===== src/verilog/redriver_pkg.sv =====
// Purpose: shared constants for the redriver strap and status logic
// Assumes: 200 MHz CLOCK, synchronous active-high RST
// Notes: sensitivity codes follow the three-level strap reading
package redriver_pkg;
	localparam logic [1:0] SENS_LOW = 2'h0;
	localparam logic [1:0] SENS_MEDIUM = 2'h1;
	localparam logic [1:0] SENS_HIGH = 2'h2;
	localparam logic [1:0] SENS_RESET = SENS_MEDIUM;
	localparam logic [1:0] BOOST_RESET = 2'h0;
	localparam int BOOST_W = 2;
	localparam int SYNC_STAGES = 2;
	typedef enum logic [1:0]
	{
		ST_OFF = 2'h0,
		ST_RUN = 2'h1
	} run_state_t;
endpackage


===== src/verilog/redriver_strap_and_status_logic.sv =====
// Purpose: mode, strap latching and status flags of a USB 2.0 redriver
// Assumes: pin levels and analog detector outputs arrive asynchronously
// Notes: three-level strap arrives as separate high and low comparator bits
// Functional notes
// Both serial pins pulled up at power-up select serial mode, else pin mode.
// Weak pull-down on shared clock/attach pin while enable is rising.
// Board leaves serial data pin unconnected in pin mode.
// Pin mode drives attach flag: set on D+/D- pull-up, clear on disconnect.
// Enable low holds the device in reset and shutdown.
// Enable driver holds it low until supply is within range.
// Boost sampled only at enable release; later changes ignored.
// Sensitivity strap read as three levels during reset in pin mode.
// After reset in pin mode the strap pin outputs the high-speed flag.
// High-speed flag set on test fixture then test packet from unconnected.
// High-speed flag set on successful high-speed handshake.
// In serial mode the strap pin is neither sampled nor driven.
// Mode, boost and sensitivity latched together, held until next reset.
module redriver_strap_and_status_logic
	import redriver_pkg::*;
(
	// Clock and reset
	input wire logic CLOCK,
	input wire logic RST,
	// Enable pin and configuration straps
	input wire logic ACTIVE_LOW_ENABLE,
	input wire logic SERIAL_DATA_IN,
	input wire logic CLOCK_OR_ATTACH_PIN_IN,
	input wire logic [redriver_pkg::BOOST_W-1:0] BOOST_STRAP,
	input wire logic SENSE_STRAP_HIGH,
	input wire logic SENSE_STRAP_LOW,
	// Channel detector events
	input wire logic PULLUP_SEEN,
	input wire logic DISCONNECT_SEEN,
	input wire logic TEST_FIXTURE_SEEN,
	input wire logic TEST_PACKET_SEEN,
	input wire logic SPEED_HANDSHAKE_DONE,
	// Latched configuration and state
	output logic SERIAL_MODE,
	output logic [redriver_pkg::BOOST_W-1:0] BOOST_LEVEL,
	output logic [1:0] SENSITIVITY,
	output logic SHUTDOWN,
	// Shared pins
	output logic CLOCK_OR_ATTACH_PIN_OUT,
	output logic CLOCK_OR_ATTACH_PIN_OE,
	output logic CLOCK_OR_ATTACH_PULLDOWN,
	output logic SENSITIVITY_OR_SPEED_PIN_OUT,
	output logic SENSITIVITY_OR_SPEED_PIN_OE
);
	import redriver_pkg::*;

	localparam int NIN = 10;
	logic [NIN-1:0] raw;
	logic [NIN-1:0] s1;
	logic [NIN-1:0] s2;
	assign raw = {ACTIVE_LOW_ENABLE, SERIAL_DATA_IN, CLOCK_OR_ATTACH_PIN_IN,
		SENSE_STRAP_HIGH, SENSE_STRAP_LOW, PULLUP_SEEN, DISCONNECT_SEEN,
		TEST_FIXTURE_SEEN, TEST_PACKET_SEEN, SPEED_HANDSHAKE_DONE};

	// Every asynchronous input passes two flops before use
	genvar gi;
	generate
		for (gi = 0; gi < NIN; gi++)
		begin : g_sync
			always_ff @(posedge CLOCK)
			begin
				if (RST)
				begin
					s1[gi] <= 1'b0;
					s2[gi] <= 1'b0;
				end
				else
				begin
					s1[gi] <= raw[gi];
					s2[gi] <= s1[gi];
				end
			end
		end
	endgenerate

	logic [BOOST_W-1:0] boost_s1;
	logic [BOOST_W-1:0] boost_s2;
	always_ff @(posedge CLOCK)
	begin
		if (RST)
		begin
			boost_s1 <= BOOST_RESET;
			boost_s2 <= BOOST_RESET;
		end
		else
		begin
			boost_s1 <= BOOST_STRAP;
			boost_s2 <= boost_s1;
		end
	end

	logic en_n;
	logic sda_s;
	logic scl_s;
	logic sh_s;
	logic sl_s;
	logic pu_s;
	logic dis_s;
	logic fix_s;
	logic pkt_s;
	logic hsk_s;
	assign {en_n, sda_s, scl_s, sh_s, sl_s, pu_s, dis_s, fix_s, pkt_s,
		hsk_s} = s2;

	run_state_t state;
	run_state_t next_state;
	logic serial_mode;
	logic next_serial_mode;
	logic [BOOST_W-1:0] boost;
	logic [BOOST_W-1:0] next_boost;
	logic [1:0] sens;
	logic [1:0] next_sens;
	logic attached;
	logic next_attached;
	logic fixture;
	logic next_fixture;
	logic speed_flag;
	logic next_speed_flag;
	logic release_now;
	logic running;

	assign release_now = (state == ST_OFF) && en_n;
	assign running = (state == ST_RUN) && en_n;

	always_comb
	begin
		next_state = state;
		next_serial_mode = serial_mode;
		next_boost = boost;
		next_sens = sens;
		next_attached = attached;
		next_fixture = fixture;
		next_speed_flag = speed_flag;
		case (state)
			ST_OFF:
			begin
				next_attached = 1'b0;
				next_fixture = 1'b0;
				next_speed_flag = 1'b0;
				if (en_n)
				begin
					// All three straps taken in the same cycle
					next_state = ST_RUN;
					next_serial_mode = sda_s && scl_s;
					next_boost = boost_s2;
					if (!(sda_s && scl_s))
					begin
						// Conflicting comparators read as floating
						if (sh_s && !sl_s)
							next_sens = SENS_HIGH;
						else if (sl_s && !sh_s)
							next_sens = SENS_LOW;
						else
							next_sens = SENS_MEDIUM;
					end
					else
						next_sens = SENS_RESET;
				end
			end
			ST_RUN:
			begin
				if (!en_n)
					next_state = ST_OFF;
				else if (!serial_mode)
				begin
					// Disconnect outranks a simultaneous attach
					if (dis_s)
						next_attached = 1'b0;
					else if (!attached && pu_s)
						next_attached = 1'b1;
					if (dis_s)
						next_fixture = 1'b0;
					else if (!attached && fix_s)
						next_fixture = 1'b1;
					if (dis_s)
						next_speed_flag = 1'b0;
					else if ((fixture && pkt_s) || hsk_s)
						next_speed_flag = 1'b1;
				end
			end
			default:
				next_state = ST_OFF;
		endcase
	end

	always_ff @(posedge CLOCK)
	begin
		if (RST)
		begin
			state <= ST_OFF;
			serial_mode <= 1'b0;
			boost <= BOOST_RESET;
			sens <= SENS_RESET;
			attached <= 1'b0;
			fixture <= 1'b0;
			speed_flag <= 1'b0;
		end
		else
		begin
			state <= next_state;
			serial_mode <= next_serial_mode;
			boost <= next_boost;
			sens <= next_sens;
			attached <= next_attached;
			fixture <= next_fixture;
			speed_flag <= next_speed_flag;
		end
	end

	// Registered pin drive; one cycle behind the state it shows
	always_ff @(posedge CLOCK)
	begin
		if (RST)
		begin
			SHUTDOWN <= 1'b1;
			CLOCK_OR_ATTACH_PULLDOWN <= 1'b1;
			CLOCK_OR_ATTACH_PIN_OUT <= 1'b0;
			CLOCK_OR_ATTACH_PIN_OE <= 1'b0;
			SENSITIVITY_OR_SPEED_PIN_OUT <= 1'b0;
			SENSITIVITY_OR_SPEED_PIN_OE <= 1'b0;
			SERIAL_MODE <= 1'b0;
			BOOST_LEVEL <= BOOST_RESET;
			SENSITIVITY <= SENS_RESET;
		end
		else
		begin
			SHUTDOWN <= (state != ST_RUN);
			CLOCK_OR_ATTACH_PULLDOWN <= (state == ST_OFF);
			CLOCK_OR_ATTACH_PIN_OUT <= attached;
			CLOCK_OR_ATTACH_PIN_OE <= running && !serial_mode;
			SENSITIVITY_OR_SPEED_PIN_OUT <= speed_flag;
			SENSITIVITY_OR_SPEED_PIN_OE <= running && !serial_mode;
			SERIAL_MODE <= serial_mode;
			BOOST_LEVEL <= boost;
			SENSITIVITY <= sens;
		end
	end
endmodule // redriver_strap_and_status_logic


===== config.mk =====
export PLATFORM = sky130hd
export DESIGN_NAME = redriver_strap_and_status_logic
export DESIGN_NICKNAME = d
export VERILOG_FILES = /design/src/verilog/redriver_pkg.sv /design/src/verilog/redriver_strap_and_status_logic.sv
export SDC_FILE = /design/constraint.sdc
export NUM_CORES = 1
export LEC_CHECK = 0
export ABC_CLOCK_PERIOD_IN_PS = 2300
export BUFFER_PORTS_ARGS = -buffer_cell sky130_fd_sc_hd__buf_4
export CORE_ASPECT_RATIO = 0.6
export CORE_MARGIN = 4
export CORE_UTILIZATION = 50
export CTS_BUF_LIST = sky130_fd_sc_hd__clkbuf_4 sky130_fd_sc_hd__clkbuf_8 sky130_fd_sc_hd__clkbuf_16
export DETAILED_ROUTE_END_ITERATION = 7
export PLACE_DENSITY_LB_ADDON = 0.12
export SYNTH_ARGS = -nofsm -noshare
export SYNTH_HDL_FRONTEND = slang
export SYNTH_SLANG_ARGS = --single-unit
export TNS_END_PERCENT = 30

===== constraint.sdc =====
create_clock -name CLOCK -period 2.3 [get_ports CLOCK]
set_input_delay 0.115 -clock CLOCK [delete_from_list [all_inputs] [get_ports CLOCK]]
set_output_delay 0.115 -clock CLOCK [all_outputs]
set_load 0.005 [all_outputs]

# Yosys cells after proc, flatten, opt, wreduce, memory -nomap -nowiden
# Index checks and enable logic that the tools add are counted.
# classes
reduce_logical	20
mux	21
n_eq_ne	9
# op_table
operator	count
two-way mux 1 bit	13
AND reduction 4 bit	3
!= test 3 x 2 -> 1 bit, second input constant	3
logical AND 1 bit	8
two-way mux 2 bit	4
!= test 2 bit, second input constant	4
case mux 1 bit (2 select lines)	3
zero test 1 bit	4
case mux 2 bit (2 select lines)	1
AND reduction 2 bit	2
equality test 2 x 1 -> 1 bit, second input constant	1
zero test 2 bit	1
!= test 2 x 1 -> 1 bit, second input constant	1
nonzero test 2 bit	1
logical OR 1 bit	1
# totals
regBits	44
output_inout_bits	11

# Depth between registers and ports, before layout
# Gate-level depths: netlist of run 1.
# logic_depth
word_depth	7
mapped_depth	6

# Worst setup path after synthesis of run 1
# OpenSTA, ideal clock, no wires.
# synth_timing
path_type	flip-flop to flip-flop
from	register state[0]
to	register sens[0]
required_time_ns	2.180
path_buffers	1
arrival_time_ns	1.118
stages_incl_launch_ff	7
synth_period_minus_slack_ns	1.238
slack_ns	1.062
path_cell_list	dfxtp_1 > inv_1 > ha_1 > buf_2 > nor2_1 > a21oi_1 > or2_1
# synth_via
elab_chain_cells	2
# synth_rtl
item	line_no	text
start, declared	redriver_strap_and_status_logic.sv:109	run_state_t state;
start signal, assigned	redriver_strap_and_status_logic.sv:204	state <= next_state;
zero test 2 bit	redriver_strap_and_status_logic.sv:138	case (state)
AND reduction 2 bit (no line)	--	
end signal, assigned	redriver_strap_and_status_logic.sv:207	sens <= next_sens;
end, declared	redriver_strap_and_status_logic.sv:115	logic [1:0] sens;
# No other way between the ends.
# A chain may end at the register's enable or synchronous reset.

# Worst setup path after layout of run 1
# Ends and elaborated chain as after synthesis.

==> impl_metrics.toml, run 1 <==
[run_status]
outcome = "complete, no violations"

[layout]
layout-drive-gt1-share_pct = 24.8
antenna_cells = 0
fin_area_um2 = 1580
nFillCells = 211
final_util_pct = 63.1
syn2layout_area_growth_pct = 19.6
num-nets-final = 159

[yosys]
yosysMostFrequentCell = "dfxtp_1"
synth_area_leaders = "dfxtp_1, nor2b_1, ha_1"
syn-num-nets = 135
synth_cell_types = 19
synth_enable_flop_cells = 0
yosysTopAreaCellShare_pct = 63.6
synth_commonest_cells = "dfxtp_1, nor2b_1, a21oi_1"
syn_area_um2 = 1320
ys.warnings.count = 0
seq_area_frac_synth_pct = 63.6
ys_async_sr_fraction_pct = 0
synth_ff_type = "dfxtp_1"
syn_avg_cell_area_um2 = 11.3
synth_top_cell_by_area = "dfxtp_1"
synth-seq-cells = 42
syn_inst = 117

[floorplan]
num_rows = 14
chipWidth_um = 74.4
pin_count = 25
die_h_um = 47.8
core_um2 = 2500
start_util_pct = 52.7
die_area_um2 = 3560

[grt]
grt_max_degree = 43
antenna_found_initial = 0
grt_usage_pct = 10.6
overflow = 0
grt_pass1_wl_um = 2640
grt_pass1_vias = 630

[timing]
final_hold_viol_count = 0
setup_violations = 0
worst_pin_slew_ns = 0.404
fin_worst_skew_ns = 0.00456
setup_tns_ns = 0
final.setup.worst_slack_ns = 0.964
slew_headroom_pct = 73.1
max_freq_mhz = 749
period_needed_ns = 1.34
rsz0062_at_grt = "false"
slew_viol_final = 0
fin_crit_sh_pct = 58.1

[worst_setup_path]
crit_required_ns = 2.48
end_kind = "register"
cp-start-kind = "register"
rr_worst_depth = 5
cp.arrival_ns = 1.52
cpPeakStageDelay_ns = 0.48
crit_fanout = 8
critical-path-slowest-cell = "dfxtp_1"
crit_path_cell_trace = "inv_1, ha_1, nor2_1, a21oi_1, or2_1"
crit_type = "reg -> reg"

[cts]
clk_latency_ns = 0.28
clk_pin_slew_ns = 0.07
cts_buffer_depth = 2
postCtsHoldBufs = 0
cts_resized = 0
tritoncts = "yes"
h-tree-depth = 2
clock_sinks = 42
cts_root_buffer = "clkbuf_8"
post_cts_buffers = 0
cts_inserted_buffers = 5

[placed_design]
dpl_cell_area_um2 = 1500
io_buffers = 24
gp_congestion = 0.684
dpl_worst_slack_ns = 0.974

[routing]
drt_iter0_markers = 44
wirelength_um = 1730
vias = 751
wl_per_cell_um = 9.99
via_per_inst = 4.34
drc_errors = 0
first_pass_iters = 3
ant_nets = 0

[worst_hold_path]
worstHoldPathType = "in -> reg"
whs_path_depth = 2

[pwr]
ir_worst_vdd_uv = 449
powerDensity_nw_per_um2 = 842
p_leak_nw = 0.660

[run]
max-cap-violations = 0
## power by group
part	switching (mW)	internal [mW]	total (mW)
clock network	0.224	0.203	0.427
logic	0.0579	0.0616	0.119
registers	0.0220	0.762	0.784
total	0.303	1.03	1.33
## registers in the layout, indices dropped and copies added (netlist names), 2 cells and up
signal and count:
boost 2, boost_s1 2, sens 2, BOOST_LEVEL 2, s1 10, SENSITIVITY 2
boost_s2 2
## critical path: cells and delay by family (launching register included)
kind	cells	cell delay, ns
AND/OR/NAND/NOR	2	0.35
adder cells (fa/ha/maj)	1	0.29
flip-flops	1	0.48
AO/OA/AOI/OAI	1	0.04
buffers and inverters	1	0.08
## cells in the final DEF (no fill, tap or decap), drive strengths merged
master and instances:
a21o 1, a21oi 8, a31oi 1, buf 24, clkbuf 5, clkinv 2
dfxtp 42, ha 4, inv 4, mux2i 2, nand2 1, nand2b 4
nand3 2, nor2 5, nor2b 29, nor3 3, nor3b 1, or2 2
xor2 1
## stage by stage
stage	hold WS (ns)	power (mW)	cells
final	0.0369	1.33	173
after global routing	0.0338	1.39	173
after CTS	0.0292	1.35	173
after detailed placement	0.330	0.921	166
after global placement	0.324	0.915	166
after floorplan	0.187	0.880	117
## logic make-up after synthesis
| logic type | Yosys count | share of synthesized area [%] |
|---|---|---|
| buffers and inverters | 11 | 4.17 |
| xor gates and xnor gates | 1 | 0.663 |
| adders and majority gates | 4 | 3.79 |
| muxes | 2 | 1.52 |
| and+or+nand+nor | 47 | 21.9 |
| AOI/OAI and AO/OA | 10 | 4.36 |
| DFF | 42 | 63.6 |
## worst paths after layout
check	start	to	slack [ns]
worst max-delay path	state[0]	sens[0]	0.96
worst min-delay path	CLOCK_OR_ATTACH_PIN_IN	s1[7]	0.04
worst max register to register	state[0]	sens[0]	0.96
worst min register to register	s1[2]	fix_s	0.44
## layout make-up
type	count	area [um^2]	area share (%)
sequential	42	841	53.2
multi-input combinational	64	425	26.9
timing repair buffer	24	180	11.4
clock buffer	5	68.8	4.35
tap	32	40.0	2.53
inverter	4	15.0	0.950
clock inverter	2	10.0	0.633
## routing by layer
layer  global-route usage [%]  vias to the layer above  part of all wire (%)
met1                     12.1                      313                    50
met4                     8.16                        0                   1.3
met5                        0                        -                     0
met2                     15.7                       24                    39
met3                     5.03                        2                   9.8
li1                         -                      412                     -
Power figures use the tool's default switching activity.
==> inputs of run 2 (changes only) <==
--- a/config.mk
+++ b/config.mk
@@ -5,11 +5,12 @@
 export SDC_FILE = /design/constraint.sdc
 export NUM_CORES = 1
 export LEC_CHECK = 0
-export ABC_CLOCK_PERIOD_IN_PS = 2300
+export ABC_AREA = 1
+export ABC_CLOCK_PERIOD_IN_PS = 1100
 export BUFFER_PORTS_ARGS = -buffer_cell sky130_fd_sc_hd__buf_4
 export CORE_ASPECT_RATIO = 0.6
 export CORE_MARGIN = 4
-export CORE_UTILIZATION = 50
+export CORE_UTILIZATION = 47
 export CTS_BUF_LIST = sky130_fd_sc_hd__clkbuf_4 sky130_fd_sc_hd__clkbuf_8 sky130_fd_sc_hd__clkbuf_16
 export DETAILED_ROUTE_END_ITERATION = 7
 export PLACE_DENSITY_LB_ADDON = 0.12
==> constraint.sdc (replaced) <==
create_clock -name CLOCK -period 1.1 [get_ports CLOCK]
set_input_delay 0.055 -clock CLOCK [delete_from_list [all_inputs] [get_ports CLOCK]]
set_output_delay 0.055 -clock CLOCK [all_outputs]
set_load 0.005 [all_outputs]
==> run 2 against run 1 <==
Against the previous run: die area rose by 8.5%; setup slack lost 0.89 ns; power up 130%; via count grew 29%; critical path depth grew 3; clock power up 140%; register-to-register slack worse by 0.89 ns; cell count up 34%; wire length increased by 34%; first-iteration DRC count rose by 11%; worst hold slack gained 0.058 ns; critical endpoint is now speed_flag; largest cell class unchanged; maximum frequency rose by 30%.
==> impl_metrics.toml, run 2 <==
[run_status]
outcome = "complete, no violations"

[routing]
drt_iter0_markers = 49
via_per_inst = 4.17
wl_per_cell_um = 9.96
wirelength_um = 2310
ant_nets = 0
first_pass_iters = 4
vias = 967
drc_errors = 0

[timing]
slew_headroom_pct = 84.7
rsz0062_at_grt = "false"
setup_violations = 0
fin_crit_sh_pct = 93.2
worst_hold_slack_ns = 0.0949
max_freq_mhz = 976
worst_pin_slew_ns = 0.230
setup_tns_ns = 0
fin_worst_skew_ns = 0.00705
slew_viol_final = 0
period_needed_ns = 1.02
final_hold_viol_count = 0

[worst_setup_path]
critical-path-slowest-cell = "dfxtp_2"
timing.critical_path.buf_inv = 3
crit_type = "reg -> reg"
crit_family = "flip-flops"
crit_required_ns = 1.29
cp-start-kind = "register"
cp.arrival_ns = 1.22
cpPeakStageDelay_ns = 0.35
crit_path_cell_trace = "inv_1, ha_2, inv_1, nand2_1, nand2_1, nand2_2, nand2_1, inv_1"
end_kind = "register"
crit_fanout = 3

[floorplan]
num_rows = 14
start_util_pct = 52.0
chipWidth_um = 77.6
core_um2 = 2630
die_area_um2 = 3860
die_h_um = 49.7
pin_count = 25

[layout]
final_cell_mix = "dfxtp_1, inv_1, nor2_1"
syn2layout_area_growth_pct = 31.1
top_register = "s1"
ff_latch_area_um2 = 843
multiInputGateArea_um2 = 338
antenna_cells = 0
layout-drive-gt1-share_pct = 21.5
nFillCells = 218
largest_reg_flops = 10
final_common_cell = "dfxtp_1"
num-nets-final = 217

[placed_design]
io_buffers = 24
post-dp-hpwl_um = 1540
gp_congestion = 0.755

[yosys]
seq_area_frac_synth_pct = 61.6
syn-num-nets = 177
syn_avg_cell_area_um2 = 8.59
synth_cell_types = 17
ys_async_sr_fraction_pct = 0
synth_top_cell_by_area = "dfxtp_1"
syn_inst = 159
synth_area_leaders = "dfxtp_1, inv_1, nor2_1"
synth_ff_type = "dfxtp_1"
yosysMostFrequentCell = "dfxtp_1"
ys.warnings.count = 0
synth-seq-cells = 42
synth_enable_flop_cells = 0
synth_commonest_cells = "dfxtp_1, inv_1, nor2_1"
yosysTopAreaCellShare_pct = 61.6
syn_area_um2 = 1370

[pwr]
powerDensity_nw_per_um2 = 1690
p_leak_nw = 0.888
ir_worst_vdd_uv = 913

[run]
max-cap-violations = 0

[cts]
clock_sinks = 42
h-tree-depth = 2
clk_pin_slew_ns = 0.08
cts_buffer_depth = 2
cts_root_buffer = "clkbuf_8"
cts_inserted_buffers = 5
clk_latency_ns = 0.29
tritoncts = "yes"

[worst_hold_path]
worstHoldPathType = "in -> reg"

[grt]
grt_pass1_wl_um = 3860
grt_usage_pct = 13.6
antenna_found_initial = 0
grt_pass1_vias = 881
grt_max_degree = 23
overflow = 0
run 2: layer usage:
layer	track usage, %	vias to the layer above	routed length, um
met4	8.88	0	59
met1	14.7	404	1090
met5	0	-	0
met2	22.3	28	995
li1	-	527	-
met3	5.09	8	164
run 2: kinds of logic after synthesis:
kind of cell | count (synthesis) | synth area share (%)
fa+ha+maj | 4 | 3.67
flops | 42 | 61.6
simple gates | 56 | 16.2
buf+inv | 46 | 14.0
xor+xnor | 1 | 0.642
compound gates | 10 | 3.85
run 2: path summary, 6_finish.rpt:
path | from | end | slack (ns) | cells after the start
worst max-delay path | en_n | speed_flag | 0.08 | 8
worst min-delay path | RST | state[0] | 0.09 | 2
worst max register to register | en_n | speed_flag | 0.08 | 8
worst min register to register | s1[2] | fix_s | 0.41 | 2
run 2: timing repair:
action	in CTS	in global routing
endpoints found under the hold margin	12	0
buffers inserted	0	1
hold buffers	12	0
pin swaps	0	0
endpoints found under the setup margin	1	7
gates resized for setup	2	3
run 2: layout make-up:
class | count | share of cell area [%]
clock buffers | 7 | 5.03
multi-input cells | 71 | 18.9
repair buffers | 39 | 18.0
clock inverters | 1 | 0.280
inverters | 40 | 8.39
well taps | 32 | 2.24
flip-flops and latches | 42 | 47.1
run 2: through the flow:
step	worst slack [ns]	power (mW)	instance area [um^2]	utilization, %	std cells
3_5_place_dp	0.00648	1.99	1560	59.3	211
4_1_cts	0.0432	3.04	1780	67.7	231
5_1_grt	0.00750	3.18	1790	68.1	232
2_1_floorplan	0.0414	1.87	1370	-	159
3_3_place_gp	0.0527	1.97	1560	59.3	211
6_report	0.0751	3.03	1790	68.1	232
run 2: power by group:
| group | switching (mW) | total, mW | internal [mW] |
|---|---|---|---|
| clock network | 0.504 | 1.03 | 0.531 |
| logic | 0.169 | 0.350 | 0.180 |
| registers | 0.0341 | 1.65 | 1.61 |
==> inputs of run 3 (changes only) <==
--- a/config.mk
+++ b/config.mk
@@ -8,7 +8,6 @@
 export ABC_AREA = 1
 export ABC_CLOCK_PERIOD_IN_PS = 1100
 export BUFFER_PORTS_ARGS = -buffer_cell sky130_fd_sc_hd__buf_4
-export CORE_ASPECT_RATIO = 0.6
 export CORE_MARGIN = 4
 export CORE_UTILIZATION = 47
 export CTS_BUF_LIST = sky130_fd_sc_hd__clkbuf_4 sky130_fd_sc_hd__clkbuf_8 sky130_fd_sc_hd__clkbuf_16
==> run 3 against run 2 <==
Against the previous run: highest routed layer unchanged; utilization down 3.0 points; combinational power rose by 4%; clock skew is 0.0021 ns lower; via count is 1.4% higher; largest power group unchanged; setup slack worse by 0.060 ns; worst hold slack better by 0.048 ns; first-iteration DRC count down 82%; clock power decreased by 29%; wire length fell by 11%.
==> impl_metrics.toml, run 3 (same netlist as run 2, synthesis figures left out) <==
[worst_setup_path]
cp-start-kind = "input port"
cp.arrival_ns = 1.32
crit_required_ns = 1.34
critPathLaunch = "BOOST_STRAP[0]"
rr_worst_depth = 8
r2r_start = "en_n"
worstSetupEndpoint = "boost_s1[0]"
end_kind = "register"
rr_endpoint = "fixture"
crit_type = "in -> reg"
crit_fanout = 1
reg2reg_setup_slack_ns = 0.06

[layout]
final_cell_mix = "dfxtp_1, inv_1, nor2_1"
fin_area_um2 = 1800
final_util_pct = 65.1
final_common_cell = "dfxtp_1"
antenna_cells = 0
largest_reg_flops = 10
num-nets-final = 222
nFillCells = 245
top_register = "s1"
final_cells = 235
syn2layout_area_growth_pct = 31.5
layout-drive-gt1-share_pct = 21.1

[timing]
worst_pin_slew_ns = 0.329
max_freq_mhz = 922
slew_viol_final = 0
setup_tns_ns = 0
period_needed_ns = 1.08
setup_violations = 0
slew_headroom_pct = 78.0
worst_hold_slack_ns = 0.143
final.setup.worst_slack_ns = 0.0154
fin_crit_sh_pct = 98.6
fin_worst_skew_ns = 0.00494
final_hold_viol_count = 0

[routing]
vias = 981
drc_errors = 0
wl_per_cell_um = 8.78
drt_iter0_markers = 9
wirelength_um = 2060
ant_nets = 0
via_per_inst = 4.17
first_pass_iters = 3

[placed_design]
dpl_worst_slack_ns = 0.0153
gp_congestion = 0.771
io_buffers = 24
dpl_cell_area_um2 = 1560
place_inst = 210
post-dp-hpwl_um = 1350

[cts]
cts_root_buffer = "clkbuf_4"
clk_latency_ns = 0.34
tritoncts = "yes"
h-tree-depth = 2
cts_buffer_depth = 2
clock_sinks = 42
cts_inserted_buffers = 5
clk_pin_slew_ns = 0.11

[floorplan]
num_rows = 19
chipWidth_um = 61.9
start_util_pct = 49.5
pin_count = 25
die_h_um = 61.9
die_area_um2 = 3830
core_um2 = 2760

[grt]
antenna_found_initial = 0
grt_max_degree = 23
grt_pass1_wl_um = 3270
grt_pass1_vias = 813
overflow = 0
grt_usage_pct = 12.3

[run_status]
outcome = "complete, no violations"

[pwr]
powerDensity_nw_per_um2 = 1520
power.total_mw = 2.74
ir_worst_vdd_uv = 1190
p_leak_nw = 0.904

[worst_hold_path]
worstHoldPathType = "in -> reg"

[run]
max-cap-violations = 0
## run 3: changes by cell type in the layout (fill, tap and decap cells not counted), sizes merged
| cell | change |
|---|---|
| clkinv | -1 |
| dlymetal6s4s | +1 |
| dlygate4sd3 | +3 |
| buf | +1 |
## run 3: layout make-up
cell class | instances | area [um^2] | area share, %
tap | 31 | 38.8 | 2.16
clock buffer | 7 | 52.6 | 2.93
inverter | 40 | 150 | 8.36
timing repair buffer | 44 | 373 | 20.8
sequential | 42 | 843 | 47.0
multi-input combinational | 71 | 338 | 18.8
## run 3: worst min-delay path by stage
stage	start	endpoint	depth (start not counted)
detailed placement	SPEED_HANDSHAKE_DONE	s1[0]	3
finish	RST	s1[2]	3
floorplan	BOOST_STRAP[0]	boost_s1[0]	2
global route	RST	s1[2]	3
global placement	DISCONNECT_SEEN	s1[3]	3
CTS	RST	pu_s	3
## run 3: repair_timing
| action | 4_1_cts | 5_1_grt |
|---|---|---|
| hold endpoints to repair | 21 | 0 |
| endpoints found under the setup margin | 0 | 8 |
| resized for setup | 0 | 7 |
| hold buffers | 16 | 0 |
| setup buffers | 0 | 2 |
## run 3: report_power, final
group / switching (mW) / internal (mW)
clock: 0.438 / 0.291
combinational: 0.170 / 0.194
sequential: 0.0314 / 1.61
total: 0.639 / 2.10
## run 3: routing by layer
layer	part of all wire, %	up-vias	GRT usage (%)
met1	44	406	13.5
li1	-	540	-
met3	7.7	8	7.44
met5	0	-	0
met4	3.4	0	8.48
met2	45	27	17.5
## run 3: critical path: stages
cell           delay (ns)
dlygate4sd3_1        0.53
buf_4                0.13
inv_1                0.04
nor2_1               0.03
dlygate4sd3_1        0.54
